===== src/rtl/adc_port_pkg.sv =====
package adc_port_pkg;
	// Clock and timing
	localparam int CLOCK_HZ = 10_000_000;
	localparam int CLOCK_MHZ = CLOCK_HZ / 1_000_000;
	localparam int CONV_TIME_NS = 1000;
	localparam int CONV_CYCLES = (CONV_TIME_NS * CLOCK_MHZ + 999) / 1000;
	localparam int START_LOW_MIN_NS = 40;
	localparam int BUS_QUIET_MIN_NS = 125;
	localparam int CNT_W = 4;
	localparam logic [CNT_W-1:0] CNT_RESET = 4'h0;
	localparam logic [CNT_W-1:0] CNT_LOAD = CNT_W'(CONV_CYCLES - 1);

	// Data widths and buffer
	localparam int DATA_W = 16;
	localparam int BYTE_W = 8;
	localparam int FIFO_DEPTH = 16;
	localparam logic [DATA_W-1:0] LATCH_RESET = 16'h0000;
	localparam logic [DATA_W-1:0] BUS_IDLE = 16'h0000;
	localparam logic [BYTE_W-1:0] FILL_ONES = 8'hFF;

	// Control pin positions in the synchroniser vector
	localparam int PIN_CS = 0;
	localparam int PIN_RD = 1;
	localparam int PIN_CONV = 2;
	localparam int PIN_BYTE = 3;
	localparam int PIN_COUNT = 4;
	localparam logic [PIN_COUNT-1:0] PIN_RESET = 4'h7;

	typedef enum logic [0:0]
	{
		ST_ACQUIRE = 1'b0,
		ST_CONVERT = 1'b1
	} conv_state_t;
endpackage


===== src/rtl/code_fifo.sv =====
`timescale 1ns/1ps
module code_fifo #(
	parameter int WIDTH = 16,
	parameter int DEPTH = 16
) (
	input wire logic clock,
	input wire logic reset_n,
	input wire logic [WIDTH-1:0] in_data,
	input wire logic in_valid,
	output logic in_ready,
	output logic [WIDTH-1:0] out_data,
	output logic out_valid,
	input wire logic out_ready
);
	localparam int PTR_W = $clog2(DEPTH);
	localparam logic [PTR_W:0] DEPTH_C = (PTR_W+1)'(DEPTH);
	localparam logic [PTR_W:0] ONE_C = (PTR_W+1)'(1);
	localparam logic [PTR_W-1:0] PTR_ONE = PTR_W'(1);
	localparam logic [PTR_W-1:0] PTR_LAST = PTR_W'(DEPTH - 1);

	logic [WIDTH-1:0] mem [DEPTH];
	logic [PTR_W-1:0] wr_ptr_ff;
	logic [PTR_W-1:0] rd_ptr_ff;
	logic [PTR_W:0] count_ff;
	logic [PTR_W:0] nxt_count;
	logic ready_ff;
	logic push;
	logic pop;

	assign push = in_valid && ready_ff;
	assign pop = out_valid && out_ready;
	assign in_ready = ready_ff;
	assign out_valid = (count_ff != '0);
	assign out_data = mem[rd_ptr_ff];

	always_comb
	begin
		nxt_count = count_ff;
		if (push && !pop)
			nxt_count = count_ff + ONE_C;
		else if (pop && !push)
			nxt_count = count_ff - ONE_C;
	end

	// Storage
	always_ff @(posedge clock)
	begin
		if (push)
			mem[wr_ptr_ff] <= in_data;
	end

	// Pointers, fill level and registered ready
	always_ff @(posedge clock)
	begin
		if (!reset_n)
		begin
			wr_ptr_ff <= '0;
			rd_ptr_ff <= '0;
			count_ff <= '0;
			ready_ff <= 1'b0;
		end
		else
		begin
			if (push)
				wr_ptr_ff <= (wr_ptr_ff == PTR_LAST) ? '0 : wr_ptr_ff + PTR_ONE;
			if (pop)
				rd_ptr_ff <= (rd_ptr_ff == PTR_LAST) ? '0 : rd_ptr_ff + PTR_ONE;
			count_ff <= nxt_count;
			ready_ff <= (nxt_count < DEPTH_C);
		end
	end
endmodule // code_fifo


===== src/rtl/adc_parallel_readout_reset.sv =====
`timescale 1ns/1ps
module adc_parallel_readout_reset (
	input wire logic clock,
	input wire logic reset_n,
	input wire logic chip_select_n,
	input wire logic read_n,
	input wire logic convert_start_n,
	input wire logic byte_select,
	input wire logic [15:0] code_data,
	input wire logic code_valid,
	output logic code_ready,
	output logic [15:0] result_bus_pins,
	output logic result_bus_oe,
	output logic busy,
	output logic sampling,
	output logic self_reset
);
	logic [adc_port_pkg::PIN_COUNT-1:0] pins_raw;
	logic [adc_port_pkg::PIN_COUNT-1:0] sync1_ff;
	logic [adc_port_pkg::PIN_COUNT-1:0] sync2_ff;
	logic [adc_port_pkg::PIN_COUNT-1:0] sync3_ff;
	logic [adc_port_pkg::PIN_COUNT-1:0] stable_ff;
	logic [adc_port_pkg::PIN_COUNT-1:0] prev_ff;
	logic cs_low;
	logic rd_low;
	logic byte_high;
	logic cs_fall;
	logic conv_fall;
	adc_port_pkg::conv_state_t state_ff;
	adc_port_pkg::conv_state_t nxt_state;
	logic [adc_port_pkg::CNT_W-1:0] count_ff;
	logic [15:0] latch_ff;
	logic [15:0] bus_ff;
	logic oe_ff;
	logic busy_ff;
	logic sampling_ff;
	logic self_reset_ff;
	logic [15:0] fifo_data;
	logic fifo_valid;
	logic fifo_pop;
	logic start_conv;
	logic abort_conv;
	logic end_conv;
	logic [adc_port_pkg::CNT_W-1:0] conv_age_ff;

	assign pins_raw[adc_port_pkg::PIN_CS] = chip_select_n;
	assign pins_raw[adc_port_pkg::PIN_RD] = read_n;
	assign pins_raw[adc_port_pkg::PIN_CONV] = convert_start_n;
	assign pins_raw[adc_port_pkg::PIN_BYTE] = byte_select;

	// Three-stage synchronisers with agreement filter
	genvar gi;
	generate
		for (gi = 0; gi < adc_port_pkg::PIN_COUNT; gi++)
		begin : g_sync
			always_ff @(posedge clock)
			begin
				if (!reset_n)
				begin
					sync1_ff[gi] <= adc_port_pkg::PIN_RESET[gi];
					sync2_ff[gi] <= adc_port_pkg::PIN_RESET[gi];
					sync3_ff[gi] <= adc_port_pkg::PIN_RESET[gi];
					stable_ff[gi] <= adc_port_pkg::PIN_RESET[gi];
					prev_ff[gi] <= adc_port_pkg::PIN_RESET[gi];
				end
				else
				begin
					sync1_ff[gi] <= pins_raw[gi];
					sync2_ff[gi] <= sync1_ff[gi];
					sync3_ff[gi] <= sync2_ff[gi];
					if (sync2_ff[gi] == sync3_ff[gi])
						stable_ff[gi] <= sync3_ff[gi];
					prev_ff[gi] <= stable_ff[gi];
				end
			end
		end
	endgenerate

	assign cs_low = !stable_ff[adc_port_pkg::PIN_CS];
	assign rd_low = !stable_ff[adc_port_pkg::PIN_RD];
	assign byte_high = stable_ff[adc_port_pkg::PIN_BYTE];
	assign cs_fall = prev_ff[adc_port_pkg::PIN_CS] && !stable_ff[adc_port_pkg::PIN_CS];
	assign conv_fall = prev_ff[adc_port_pkg::PIN_CONV] && !stable_ff[adc_port_pkg::PIN_CONV];

	// Code buffer between quantiser and output latch
	code_fifo #(
		.WIDTH(adc_port_pkg::DATA_W),
		.DEPTH(adc_port_pkg::FIFO_DEPTH)
	) u_code_fifo (
		.clock(clock),
		.reset_n(reset_n),
		.in_data(code_data),
		.in_valid(code_valid),
		.in_ready(code_ready),
		.out_data(fifo_data),
		.out_valid(fifo_valid),
		.out_ready(fifo_pop)
	);

	// Conversion events
	assign start_conv = (state_ff == adc_port_pkg::ST_ACQUIRE) && conv_fall && cs_low;
	assign abort_conv = (state_ff == adc_port_pkg::ST_CONVERT)
		&& ((conv_fall && cs_low) || cs_fall);
	assign end_conv = (state_ff == adc_port_pkg::ST_CONVERT) && !abort_conv
		&& (count_ff == adc_port_pkg::CNT_RESET) && fifo_valid;
	assign fifo_pop = end_conv;

	always_comb
	begin
		nxt_state = state_ff;
		unique case (state_ff)
			adc_port_pkg::ST_ACQUIRE:
			begin
				if (start_conv)
					nxt_state = adc_port_pkg::ST_CONVERT;
			end
			adc_port_pkg::ST_CONVERT:
			begin
				if (abort_conv || end_conv)
					nxt_state = adc_port_pkg::ST_ACQUIRE;
			end
		endcase
	end

	// Conversion state
	always_ff @(posedge clock)
	begin
		if (!reset_n)
			state_ff <= adc_port_pkg::ST_ACQUIRE;
		else
			state_ff <= nxt_state;
	end

	// Internal conversion timer
	always_ff @(posedge clock)
	begin
		if (!reset_n)
			count_ff <= adc_port_pkg::CNT_RESET;
		else if (start_conv)
			count_ff <= adc_port_pkg::CNT_LOAD;
		else if (count_ff != adc_port_pkg::CNT_RESET)
			count_ff <= count_ff - 1'b1;
	end

	// Busy flag
	always_ff @(posedge clock)
	begin
		if (!reset_n)
			busy_ff <= 1'b0;
		else if (start_conv)
			busy_ff <= 1'b1;
		else if (abort_conv)
			busy_ff <= 1'b0;
		else if (end_conv)
			busy_ff <= 1'b0;
	end

	// Track phase
	always_ff @(posedge clock)
	begin
		if (!reset_n)
			sampling_ff <= 1'b0;
		else if (start_conv)
			sampling_ff <= 1'b0;
		else if (abort_conv)
			sampling_ff <= 1'b1;
		else if (end_conv && cs_low)
			sampling_ff <= 1'b1;
		else if ((state_ff == adc_port_pkg::ST_ACQUIRE) && cs_fall)
			sampling_ff <= 1'b1;
	end

	// Self reset pulse
	always_ff @(posedge clock)
	begin
		if (!reset_n)
			self_reset_ff <= 1'b0;
		else
			self_reset_ff <= abort_conv;
	end

	// Output latch
	always_ff @(posedge clock)
	begin
		if (!reset_n)
			latch_ff <= adc_port_pkg::LATCH_RESET;
		else if (abort_conv)
			latch_ff <= adc_port_pkg::LATCH_RESET;
		else if (end_conv)
			latch_ff <= fifo_data;
	end

	// Bus enable
	always_ff @(posedge clock)
	begin
		if (!reset_n)
			oe_ff <= 1'b0;
		else
			oe_ff <= cs_low && rd_low;
	end

	// Bus data and byte steering
	always_ff @(posedge clock)
	begin
		if (!reset_n)
			bus_ff <= adc_port_pkg::BUS_IDLE;
		else if (byte_high)
			bus_ff <= {latch_ff[7:0], adc_port_pkg::FILL_ONES};
		else
			bus_ff <= latch_ff;
	end

	assign result_bus_pins = bus_ff;
	assign result_bus_oe = oe_ff;
	assign busy = busy_ff;
	assign sampling = sampling_ff;
	assign self_reset = self_reset_ff;

	// Cycles spent busy, for the timing check
	always_ff @(posedge clock)
	begin
		if (!reset_n)
			conv_age_ff <= adc_port_pkg::CNT_RESET;
		else if (start_conv)
			conv_age_ff <= adc_port_pkg::CNT_RESET;
		else if (busy_ff && (conv_age_ff != adc_port_pkg::CNT_LOAD))
			conv_age_ff <= conv_age_ff + 1'b1;
	end

	// Checks
	busy_rise_a: assert property (@(posedge clock) disable iff (!reset_n)
		start_conv |=> busy_ff && (state_ff == adc_port_pkg::ST_CONVERT))
		else $error("busy did not rise after convert start");

	busy_conv_a: assert property (@(posedge clock) disable iff (!reset_n)
		busy_ff == (state_ff == adc_port_pkg::ST_CONVERT))
		else $error("busy disagrees with conversion state");

	conv_time_a: assert property (@(posedge clock) disable iff (!reset_n)
		end_conv |-> conv_age_ff == adc_port_pkg::CNT_LOAD)
		else $error("conversion ended before its internal time");

	sample_start_a: assert property (@(posedge clock) disable iff (!reset_n)
		end_conv && cs_low |=> !busy_ff && sampling_ff)
		else $error("sampling did not start at busy fall");

	cs_sample_a: assert property (@(posedge clock) disable iff (!reset_n)
		(state_ff == adc_port_pkg::ST_ACQUIRE) && cs_fall && !start_conv |=> sampling_ff)
		else $error("sampling did not start at select fall");

	bus_drive_a: assert property (@(posedge clock) disable iff (!reset_n)
		##1 result_bus_oe |-> $past(cs_low) && $past(rd_low))
		else $error("bus driven without select and read");

	word_out_a: assert property (@(posedge clock) disable iff (!reset_n)
		!byte_high ##1 result_bus_oe |-> result_bus_pins == $past(latch_ff))
		else $error("word read shows wrong data");

	byte_out_a: assert property (@(posedge clock) disable iff (!reset_n)
		byte_high ##1 result_bus_oe |-> result_bus_pins[15:8] == $past(latch_ff[7:0])
		&& result_bus_pins[7:0] == adc_port_pkg::FILL_ONES)
		else $error("byte read shows wrong data");

	reset_clear_a: assert property (@(posedge clock) disable iff (!reset_n)
		abort_conv |=> self_reset_ff && !busy_ff && latch_ff == adc_port_pkg::LATCH_RESET)
		else $error("self reset did not clear latch and busy");

	cs_reset_a: assert property (@(posedge clock) disable iff (!reset_n)
		(state_ff == adc_port_pkg::ST_CONVERT) && cs_fall |=> self_reset_ff)
		else $error("select fall in conversion did not reset");

	reset_sample_a: assert property (@(posedge clock) disable iff (!reset_n)
		self_reset_ff |-> sampling_ff && $fell(busy_ff))
		else $error("no sampling after self reset");

	latch_hold_a: assert property (@(posedge clock) disable iff (!reset_n)
		!$past(end_conv) && !$past(abort_conv) |-> $stable(latch_ff))
		else $error("latch changed without conversion end");

	bus_float_a: assert property (@(posedge clock) disable iff (!reset_n)
		!(cs_low && rd_low) |=> !result_bus_oe)
		else $error("bus driven without select and read");

	latch_load_a: assert property (@(posedge clock) disable iff (!reset_n)
		end_conv |=> latch_ff == $past(fifo_data))
		else $error("latch did not take the new result");
endmodule // adc_parallel_readout_reset


===== config.mk =====
export PLATFORM = sky130hd
export DESIGN_NAME = adc_parallel_readout_reset
export DESIGN_NICKNAME = d
export VERILOG_FILES = /design/src/rtl/adc_port_pkg.sv /design/src/rtl/code_fifo.sv /design/src/rtl/adc_parallel_readout_reset.sv
export SDC_FILE = /design/constraint.sdc
export NUM_CORES = 1
export LEC_CHECK = 0
export BUFFER_PORTS_ARGS = -buffer_cell sky130_fd_sc_hd__buf_4
export CAP_MARGIN = 30
export CORE_MARGIN = 2
export CORE_UTILIZATION = 39
export CTS_BUF_LIST = sky130_fd_sc_hd__clkbuf_8
export DETAILED_ROUTE_END_ITERATION = 16
export HOLD_SLACK_MARGIN = 0.1
export PLACE_DENSITY_LB_ADDON = 0.12
export SKIP_CTS_REPAIR_TIMING = 1
export SYNTH_ARGS = -nofsm -noshare
export SYNTH_HDL_FRONTEND = slang
export SYNTH_HIERARCHICAL = 1
export SYNTH_SLANG_ARGS = --single-unit

===== constraint.sdc =====
create_clock -name clock -period 4.6 [get_ports clock]
set_input_delay 0.46 -clock clock [delete_from_list [all_inputs] [get_ports clock]]
set_output_delay 0.46 -clock clock [all_outputs]
set_load 0.005 [all_outputs]

Word-level counts from Yosys, hierarchy flattened
Memories as Yosys holds them, arrays and structs flattened. A register that Yosys moved wholly into a read port is not among the register bits.
Cells that the tools add are included.
{"block": "totals", "reg_bits": 57, "mem_bits_rw": 256, "mem_count": 1, "rom_bits": 0, "latchBits": 0, "word_cells": 95, "output_inout_bits": 21, "in_bits": 23}
{"block": "classes", "addsub": 5, "bitwise": 2, "n_eq_ne": 6, "n_lt_le_gt_ge": 1, "mux": 18, "n_mul": 0, "shifts": 0, "n_reduce_logical": 32, "div_mod_pow": 0}
{"name": "u_code_fifo.mem", "depth": 16, "width": 16, "rd": 1, "rd_ports_with_merged_regs": 1, "wr": 1, "line": "code_fifo.sv:21", "text": "logic [WIDTH-1:0] mem [DEPTH];"}
{"operator": "$logic_and A1 B1 Y1", "n": 16}
{"operator": "$mux W16", "n": 1}
{"operator": "$mux W4", "n": 4}
{"operator": "$mux W1", "n": 10}
{"operator": "$mux W5", "n": 2}
{"operator": "$add A4 B1 Y4 const B", "n": 2}
{"operator": "$eq A4 B4 Y1 const B", "n": 2}
{"operator": "$logic_not A1 Y1", "n": 6}
{"operator": "$reduce_bool A3 Y1", "n": 2}
{"operator": "$add A5 B1 Y5 const B", "n": 1}
{"operator": "$lt A5 B5 Y1 const B", "n": 1}
{"operator": "$reduce_bool A5 Y1", "n": 1}
{"operator": "$sub A5 B1 Y5 const B", "n": 1}
{"operator": "$eq A1 B1 Y1", "n": 4}
{"operator": "$logic_not A4 Y1", "n": 1}
{"operator": "$reduce_bool A4 Y1", "n": 1}
{"operator": "$reduce_or A2 Y1", "n": 2}
{"operator": "$sub A4 B1 Y4 const B", "n": 1}
{"operator": "$logic_or A1 B1 Y1", "n": 2}
{"operator": "$not A1 Y1", "n": 2}
{"operator": "$pmux W1 S2", "n": 1}
{"operator": "$reduce_bool A2 Y1", "n": 1}

Logic depth before layout (Yosys ltp)
Gate-level depths: netlist of the first run.
{"block": "logic_depth", "depth_word": 14, "ltp_mapped": 16}

Cells and area by module
Netlist of the first run, hierarchy kept.
{"mod": "code_fifo", "instances": 1, "area_each_um2": 10557.6, "cells_per_inst": 522}
{"mod": "adc_parallel_readout_reset", "instances": 1, "area_each_um2": 2127.0, "cells_per_inst": 212}

Least setup slack after synthesis of the first run
OpenSTA, ideal clock, no wires.
{"block": "synth_timing", "path_kind": "register -> register", "startpoint": "reg u_code_fifo.count_ff[0]", "endpoint": "reg u_code_fifo.count_ff[3]", "path_buffers": 5, "path_slack_ps": 1465, "required_time_ps": 4526, "stages_incl_launch_ff": 17, "setup_ps": 74, "t_arrival_ps": 3060, "path_cell_list": "dfxtp_1 inv_1 ha_1 or4b_1 buf_2 and3_1 buf_4 and2_1 buf_6 buf_12 nand2_1 inv_1 ha_1 clkbuf_1 nor4b_1 a31oi_1 a31oi_1"}
{"block": "synth_between", "elab_chain_len": 6, "word_cells_on_any_way": 10}
{"element": "start, declared", "line": "code_fifo.sv:24", "text": "logic [PTR_W:0] count_ff;"}
{"element": "start signal, assigned", "line": "code_fifo.sv:68", "text": "count_ff <= nxt_count;"}
{"element": "$reduce_bool A5 Y1 (*)", "line": "code_fifo.sv:33", "text": "assign out_valid = (count_ff != '0);"}
{"element": "via fifo_valid", "line": "adc_parallel_readout_reset.sv:39", "text": "logic fifo_valid;"}
{"element": "$logic_and A1 B1 Y1 (*)", "line": "adc_parallel_readout_reset.sv:105", "text": "&& (count_ff == adc_port_pkg::CNT_RESET) && fifo_valid;"}
{"element": "via end_conv", "line": "adc_parallel_readout_reset.sv:43", "text": "logic end_conv;"}
{"element": "$logic_and A1 B1 Y1 (*)", "line": "code_fifo.sv:31", "text": "assign pop = out_valid && out_ready;"}
{"element": "$logic_and A1 B1 Y1 or $logic_not A1 Y1 (tied branches)", "line": "code_fifo.sv:41, code_fifo.sv:39"}
{"element": "$mux W5 or $logic_and A1 B1 Y1 (tied branches)", "line": "code_fifo.sv:41, code_fifo.sv:39"}
{"element": "$mux W5 (*)", "line": "code_fifo.sv:39", "text": "if (push && !pop)"}
Mark *: on every way through the listed nets, which the timed path passes. The rest lies on a longest branch.
A chain may end at the register's enable or synchronous reset.

Worst setup path in the final report of the first run
{"block": "layout_timing", "startpoint": "reg u_code_fifo.count_ff[0]", "endpoint": "reg u_code_fifo.count_ff[2]"}
{"block": "layout_between", "elab_chain_len": 6, "word_cells_on_any_way": 10}
{"element": "$reduce_bool A5 Y1 (*)", "line": "code_fifo.sv:33"}
{"element": "via fifo_valid", "line": "adc_parallel_readout_reset.sv:39"}
{"element": "$logic_and A1 B1 Y1", "line": "adc_parallel_readout_reset.sv:105"}
{"element": "$logic_and A1 B1 Y1 (*)", "line": "code_fifo.sv:31"}
{"element": "$logic_and A1 B1 Y1 or $logic_not A1 Y1 (tied branches)", "line": "code_fifo.sv:41, code_fifo.sv:39"}
{"element": "$mux W5 or $logic_and A1 B1 Y1 (tied branches)", "line": "code_fifo.sv:41, code_fifo.sv:39"}
{"element": "$mux W5 (*)", "line": "code_fifo.sv:39"}
Marks and branches as above.

==> run_results.csv, run 1 <==
group,metric,value,unit
detailed_routing,final_antenna_net_count,0,
setup_path,critPathMaxStageDelay,0.73,ns
clock_tree,cts_root_buffer,"clkbuf_8",
floorplanning,num_rows,66,
power_and_ir_drop,switchingPower,1.30,mW
setup_path,critPathSlowestCell,"and2_1",
layout,area_delta_synth_final,16.4,%
setup_path,worst_ep_arrival_time,4.44,ns
setup_path,critical_path.max_fanout,19,
synthesis,netlist_instances,734,
power_and_ir_drop,clockPowerShare,41.4,%
detailed_routing,vias_per_cell,5.19,
clock_tree,cts_made_buffers,55,
layout,final_cell_area,14800,um^2
synthesis,synthesis.area,12700,um^2
timing,max-slew-margin-rel,35.7,%
detailed_routing,wl_per_cell,21.8,um
synthesis,synth_edf_count,256,
floorplanning,die_h,184,um
timing,tightest_slew,0.965,ns
min_path,hp-class,"in2reg",
synthesis,netlist.area_leader.share,60.6,%
synthesis,synth_commonest_cells,"edfxtp_1, dfxtp_1, mux4_2, nand2_1, a22oi_1",
power_and_ir_drop,p_leak,4.85,nW
place,dp.final_hpwl,16.2,mm
detailed_routing,drtIter0Drc,436,
setup_path,critPathMostFrequentCell,"ha_1",
setup_path,cp-start-kind,"flop",
timing,fmax,253,MHz
global_route,grt-ovfl-total,0,
synthesis,async_reset_ff_share,0,%
timing,period_minus_slack,3.96,ns
setup_path,cp-end-kind,"flop",
global_route,track_usage,17.2,%
synthesis,synth.net_count,769,
clock_tree,cts.reportedPaths.clkPinSlew,0.06,ns
place,place_area,13600,um^2
clock_tree,cts_max_path_buffers,3,
timing,skew,0.0174,ns
place,dp.cells,1202,
floorplanning,start_util,39.3,%
power_and_ir_drop,powerDensity,404,nW/um^2
setup_path,crit_chain,"inv_1 > ha_1 > or4b_1 > and3_1 > and2_1 > nand2_1 > ha_1 > nor2b_1 > a22oi_1 > or3_1 > a21oi_1",
synthesis,synth_area_per_cell,17.3,um^2
floorplanning,core,32300,um^2
layout,drive_above_1_share,26.7,%
detailed_routing,wl,28.5,mm
setup_path,critPathRequiredTime,5.08,ns
power_and_ir_drop,ir_worst_vdd,0.000217,V
floorplanning,dieArea,34000,um^2
setup_path,path_class,"reg2reg",
synthesis,synth_top_cell_by_area,"edfxtp_1",
power_and_ir_drop,p_int,4.67,mW
outcome,status,"finished clean",
synthesis,yosysMostFrequentCell,"edfxtp_1",
synthesis,ys_seq_area_share,72.8,%
place,gp_congestion,0.780,
flow_run,cap_violations,0,
global_route,grt_pass1_wl,42.9,mm
power_and_ir_drop,switching_share,21.7,%
timing,setup_violations,0,
layout,stdcell_count,1308,
layout,diodes,0,
power_and_ir_drop,p_comb_share,3.5,%
synthesis,synth_cell_types,46,
clock_tree,htreeDepth,2,
synthesis,synth-main-ff-cell,"edfxtp_1",
floorplanning,io_pins,44,
global_route,grt_antenna_before_repair,0,
timing,maxSlewViolCount,0,
detailed_routing,drc,0,
power_and_ir_drop,p_seq_share,55.1,%
global_route,grt_max_degree,48,
synthesis,ys_ff_latch,333,
timing,rsz0062_at_grt,"false",
synthesis,yosys-top-cells-area,"edfxtp_1, dfxtp_1, mux4_2, a22oi_1, nand2_1",
layout,fin_nets,856,
clock_tree,cts_tree,"built",
clock_tree,clk_latency,0.58,ns
detailed_routing,firstDrtPassIters,4,
clock_tree,cts.sinks,333,
synthesis,yosys_warnings,6,
timing,tns,0,ns
global_route,grt_pass1_vias,7002,
timing,hold_viol_final,0,
floorplanning,die_w,184,um
detailed_routing,route.vias.total,6789,
timing,final.period_utilization,86.1,%
place,numPortBuffers,43,
metrics by stage:
stage	utilization (%)	total power [mW]	setup slack (ns)	hold slack, ns
2_1_floorplan	-	3.48	1.47	0.386
3_3_place_gp	42.1	3.54	0.836	0.398
3_5_place_dp	42.3	3.56	0.676	0.397
4_1_cts	45.5	6.05	0.645	0.0319
5_1_grt	45.7	6.22	0.330	0.105
6_report	45.7	5.97	0.640	0.113
power groups by stage:
stage	Clock, mW	Sequential [mW]	Combinational, mW
after CTS	2.55	3.29	0.211
final	2.47	3.29	0.211
after floorplan	0	3.35	0.129
after global routing	2.69	3.29	0.238
after global placement	0	3.35	0.196
after detailed placement	0	3.35	0.210
registers in the layout, summed over array words and instances (netlist names), 2 cells and up, named ones only:
signal                 cells
u_code_fifo/mem          256
latch_ff                  16
result_bus_pins           16
count_ff                   4
sync1_ff                   4
sync2_ff                   4
sync3_ff                   4
u_code_fifo/count_ff       4
u_code_fifo/rd_ptr_ff      4
u_code_fifo/wr_ptr_ff      4
stable_ff                  3
prev_ff                    2
path summary, 6_finish.rpt:
| path | depth (start not counted) | slack [ns] | to | startpoint |
|---|---|---|---|---|
| setup / recovery | 11 | 0.64 | u_code_fifo/count_ff[2] | u_code_fifo/count_ff[0] |
| hold / removal | 2 | 0.11 | sync1_ff[3] | byte_select |
| setup reg to reg | 11 | 0.64 | u_code_fifo/count_ff[2] | u_code_fifo/count_ff[0] |
| hold reg to reg | 1 | 0.41 | sync2_ff[1] | sync1_ff[1] |
critical path, delay by kind of cell, from the launching register on:
kind | cells | cell delay (ns)
AND/OR/NAND/NOR | 6 | 2.44
adder cells (fa/ha/maj) | 2 | 0.66
flip-flops | 1 | 0.42
AO/OA/AOI/OAI | 2 | 0.28
buffers and inverters | 1 | 0.07
routing by layer:
metal  wire length [um]  part of all wire, %  global-route usage [%]
met3               1430                  5.0                    3.00
met2              14300                   50                    30.0
met4                734                  2.6                    5.31
met5                  0                    0                       0
met1              12100                   42                    22.0
final cells by class:
| cell class | count | area [um^2] |
|---|---|---|
| Sequential cell | 333 | 9230 |
| Tap cell | 442 | 553 |
| Fill cell | 2795 | 17500 |
| Clock inverter | 42 | 236 |
| Inverter | 9 | 33.8 |
| Clock buffer | 60 | 826 |
| Multi-Input combinational cell | 351 | 3280 |
| Timing Repair Buffer | 71 | 598 |
cell families (layout without fill, tap and decap cells):
group	after synthesis	count (layout)	synth area share [%]
xor+xnor	7	7	0.483
simple gates	160	160	6.38
fa+ha+maj	12	12	1.18
mux	72	72	12.0
flops	333	333	72.8
buf+inv	50	182	1.81
compound gates	100	100	5.40
cell usage in the layout, fill, tap and decap left out, types with 17 or more instances in the layout:
| cell | n |
|---|---|
| dfxtp_1 | 75 |
| o21ai_0 | 17 |
| clkbuf_8 | 60 |
| edfxtp_1 | 256 |
| nand2_1 | 55 |
| buf_4 | 64 |
| nor2b_1 | 18 |
| a22oi_1 | 33 |
| inv_1 | 31 |
| mux4_2 | 64 |
No activity file was read; power rests on OpenSTA's default activity.
==> run 2, diff against run 1 <==
--- a/config.mk
+++ b/config.mk
@@ -9,7 +9,6 @@
 export CAP_MARGIN = 30
 export CORE_MARGIN = 2
 export CORE_UTILIZATION = 39
-export CTS_BUF_LIST = sky130_fd_sc_hd__clkbuf_8
 export DETAILED_ROUTE_END_ITERATION = 16
 export HOLD_SLACK_MARGIN = 0.1
 export PLACE_DENSITY_LB_ADDON = 0.12
==> run 2 against run 1 <==
Utilization rose by 0.21 points; clock-buffer cell count fell by 5; highest routed layer unchanged; final area rose by 0.46%; cell count fell by 2.8%.
==> run_results.csv, run 2 (synthesis results as in run 1) <==
group,metric,value,unit
flow_run,cap_violations,0,
layout,largest_register_ffs,256,
clock_tree,cts.sinks,333,
layout,layout_common_cells,"edfxtp_1, dfxtp_1, buf_4, mux4_2, nand2_1",
layout,final.fill_count,2785,
detailed_routing,drtIter0Drc,389,
detailed_routing,firstDrtPassIters,4,
timing,final.period_utilization,85.6,%
timing,fmax,254,MHz
layout,mostFrequentLayoutCell,"edfxtp_1",
timing,rsz0062_at_grt,"false",
timing,hold_viol_final,0,
setup_path,critPathRequiredTime,5.03,ns
min_path,hold_path_end,"sync1_ff[0]",
setup_path,rr_endpoint,"u_code_fifo/count_ff[2]",
clock_tree,cts_root_buffer,"clkbuf_16",
timing,setup_violations,0,
detailed_routing,wl,28.2,mm
detailed_routing,drc,0,
timing,period_minus_slack,3.94,ns
power_and_ir_drop,ir_worst_vdd,0.000256,V
floorplanning,die_h,184,um
floorplanning,dieArea,34000,um^2
place,numPortBuffers,43,
global_route,grt_max_degree,48,
layout,final_cell_area,14800,um^2
layout,drive_above_1_share,25.1,%
min_path,hp-class,"in2reg",
clock_tree,htreeDepth,2,
setup_path,worst_ep_arrival_time,4.37,ns
floorplanning,die_w,184,um
layout,multi_input_area,3280,um^2
global_route,grt_pass1_wl,42.5,mm
layout,regMostFlops,"u_code_fifo/mem",
setup_path,regToRegSetupSlack,0.66,ns
place,gp_congestion,0.780,
timing,maxSlewViolCount,0,
outcome,status,"finished clean",
global_route,track_usage,17.2,%
power_and_ir_drop,p_leak,4.77,nW
layout,area_delta_synth_final,16.9,%
detailed_routing,wl_per_cell,22.2,um
floorplanning,start_util,39.3,%
floorplanning,io_pins,44,
min_path,whs_path_depth,2,
layout,seq_area,9230,um^2
clock_tree,clk_latency,0.52,ns
layout,diodes,0,
global_route,grt-ovfl-total,0,
power_and_ir_drop,powerDensity,425,nW/um^2
setup_path,path_class,"reg2reg",
clock_tree,cts.reportedPaths.clkPinSlew,0.05,ns
detailed_routing,route.vias.total,6668,
global_route,grt_pass1_vias,6858,
setup_path,cp-start-kind,"flop",
timing,max-slew-margin-rel,33.9,%
timing,tns,0,ns
setup_path,reg2regPathDepth,11,
place,dp.final_hpwl,16.2,mm
timing,skew,0.0116,ns
floorplanning,num_rows,66,
setup_path,r2r-start,"u_code_fifo/count_ff[0]",
place,place_area,13600,um^2
clock_tree,cts_max_path_buffers,3,
floorplanning,core,32300,um^2
timing,tightest_slew,0.992,ns
timing,hold_ws,0.135,ns
global_route,grt_antenna_before_repair,0,
setup_path,cp-end-kind,"flop",
layout,fin_nets,836,
clock_tree,cts_tree,"built",
detailed_routing,final_antenna_net_count,0,
clock_tree,cts_made_buffers,38,
min_path,hold_start,"chip_select_n",
detailed_routing,vias_per_cell,5.25,
setup_path,critical_path.max_fanout,19,
[run 2: changes by cell type in the layout (fill, tap and decap cells not counted), moves of 3 or more]
cell           change
clkbuf_8          -58
clkbuf_1          +14
clkbuf_16         +39
inv_1             -22
clkinv_2           -3
clkinv_1           -3
dlygate4sd3_1      -3
[run 2: worst max-delay path, stage by stage (launching register included)]
cell	delay [ns]
dfxtp_1	0.41
inv_1	0.06
ha_1	0.26
or4b_1	0.32
and3_1	0.54
and2_1	0.73
nand2_1	0.31
ha_1	0.40
nor2b_1	0.22
a22oi_1	0.08
or3_1	0.33
a21oi_1	0.19
[run 2: worst max path at each step]
stage | startpoint | endpoint | cells after the start
after floorplan | u_code_fifo/count_ff[0] | u_code_fifo/count_ff[3] | 16
after global placement | u_code_fifo/count_ff[0] | flop | 10
after detailed placement | u_code_fifo/count_ff[0] | u_code_fifo/count_ff[2] | 11
after CTS | u_code_fifo/count_ff[0] | u_code_fifo/count_ff[2] | 11
after global routing | u_code_fifo/count_ff[0] | u_code_fifo/count_ff[2] | 11
final | u_code_fifo/count_ff[0] | u_code_fifo/count_ff[2] | 11
[run 2: layout make-up]
| type | count | area share, % |
|---|---|---|
| tap | 442 | 3.73 |
| clock inverter | 13 | 0.700 |
| multi-input combinational | 351 | 22.1 |
| inverter | 9 | 0.228 |
| timing repair buffer | 68 | 3.83 |
| sequential | 333 | 62.3 |
| clock buffer | 55 | 7.12 |
[run 2: metal layers]
layer / GRT usage (%) / vias up / wire [um]
li1: - / 3017 / -
met1: 22.1 / 3412 / 11900
met2: 29.9 / 185 / 14200
met3: 2.59 / 54 / 1400
met4: 5.34 / 0 / 677
met5: 0 / - / 0
[run 2: through the flow]
stage | worst slack (ns) | util, % | cells | power (mW)
5_1_grt | 0.330 | 45.9 | 1271 | 6.52
3_5_place_dp | 0.676 | 42.3 | 1202 | 3.56
3_3_place_gp | 0.836 | 42.1 | 1200 | 3.54
6_report | 0.663 | 45.9 | 1271 | 6.30
4_1_cts | 0.652 | 45.8 | 1270 | 6.38
2_1_floorplan | 1.47 | - | 734 | 3.48
[run 2: report_power, final]
part	internal (mW)	total, mW	switching (mW)
registers	3.27	3.29	0.0212
clock network	1.66	2.80	1.14
logic	0.0842	0.209	0.125
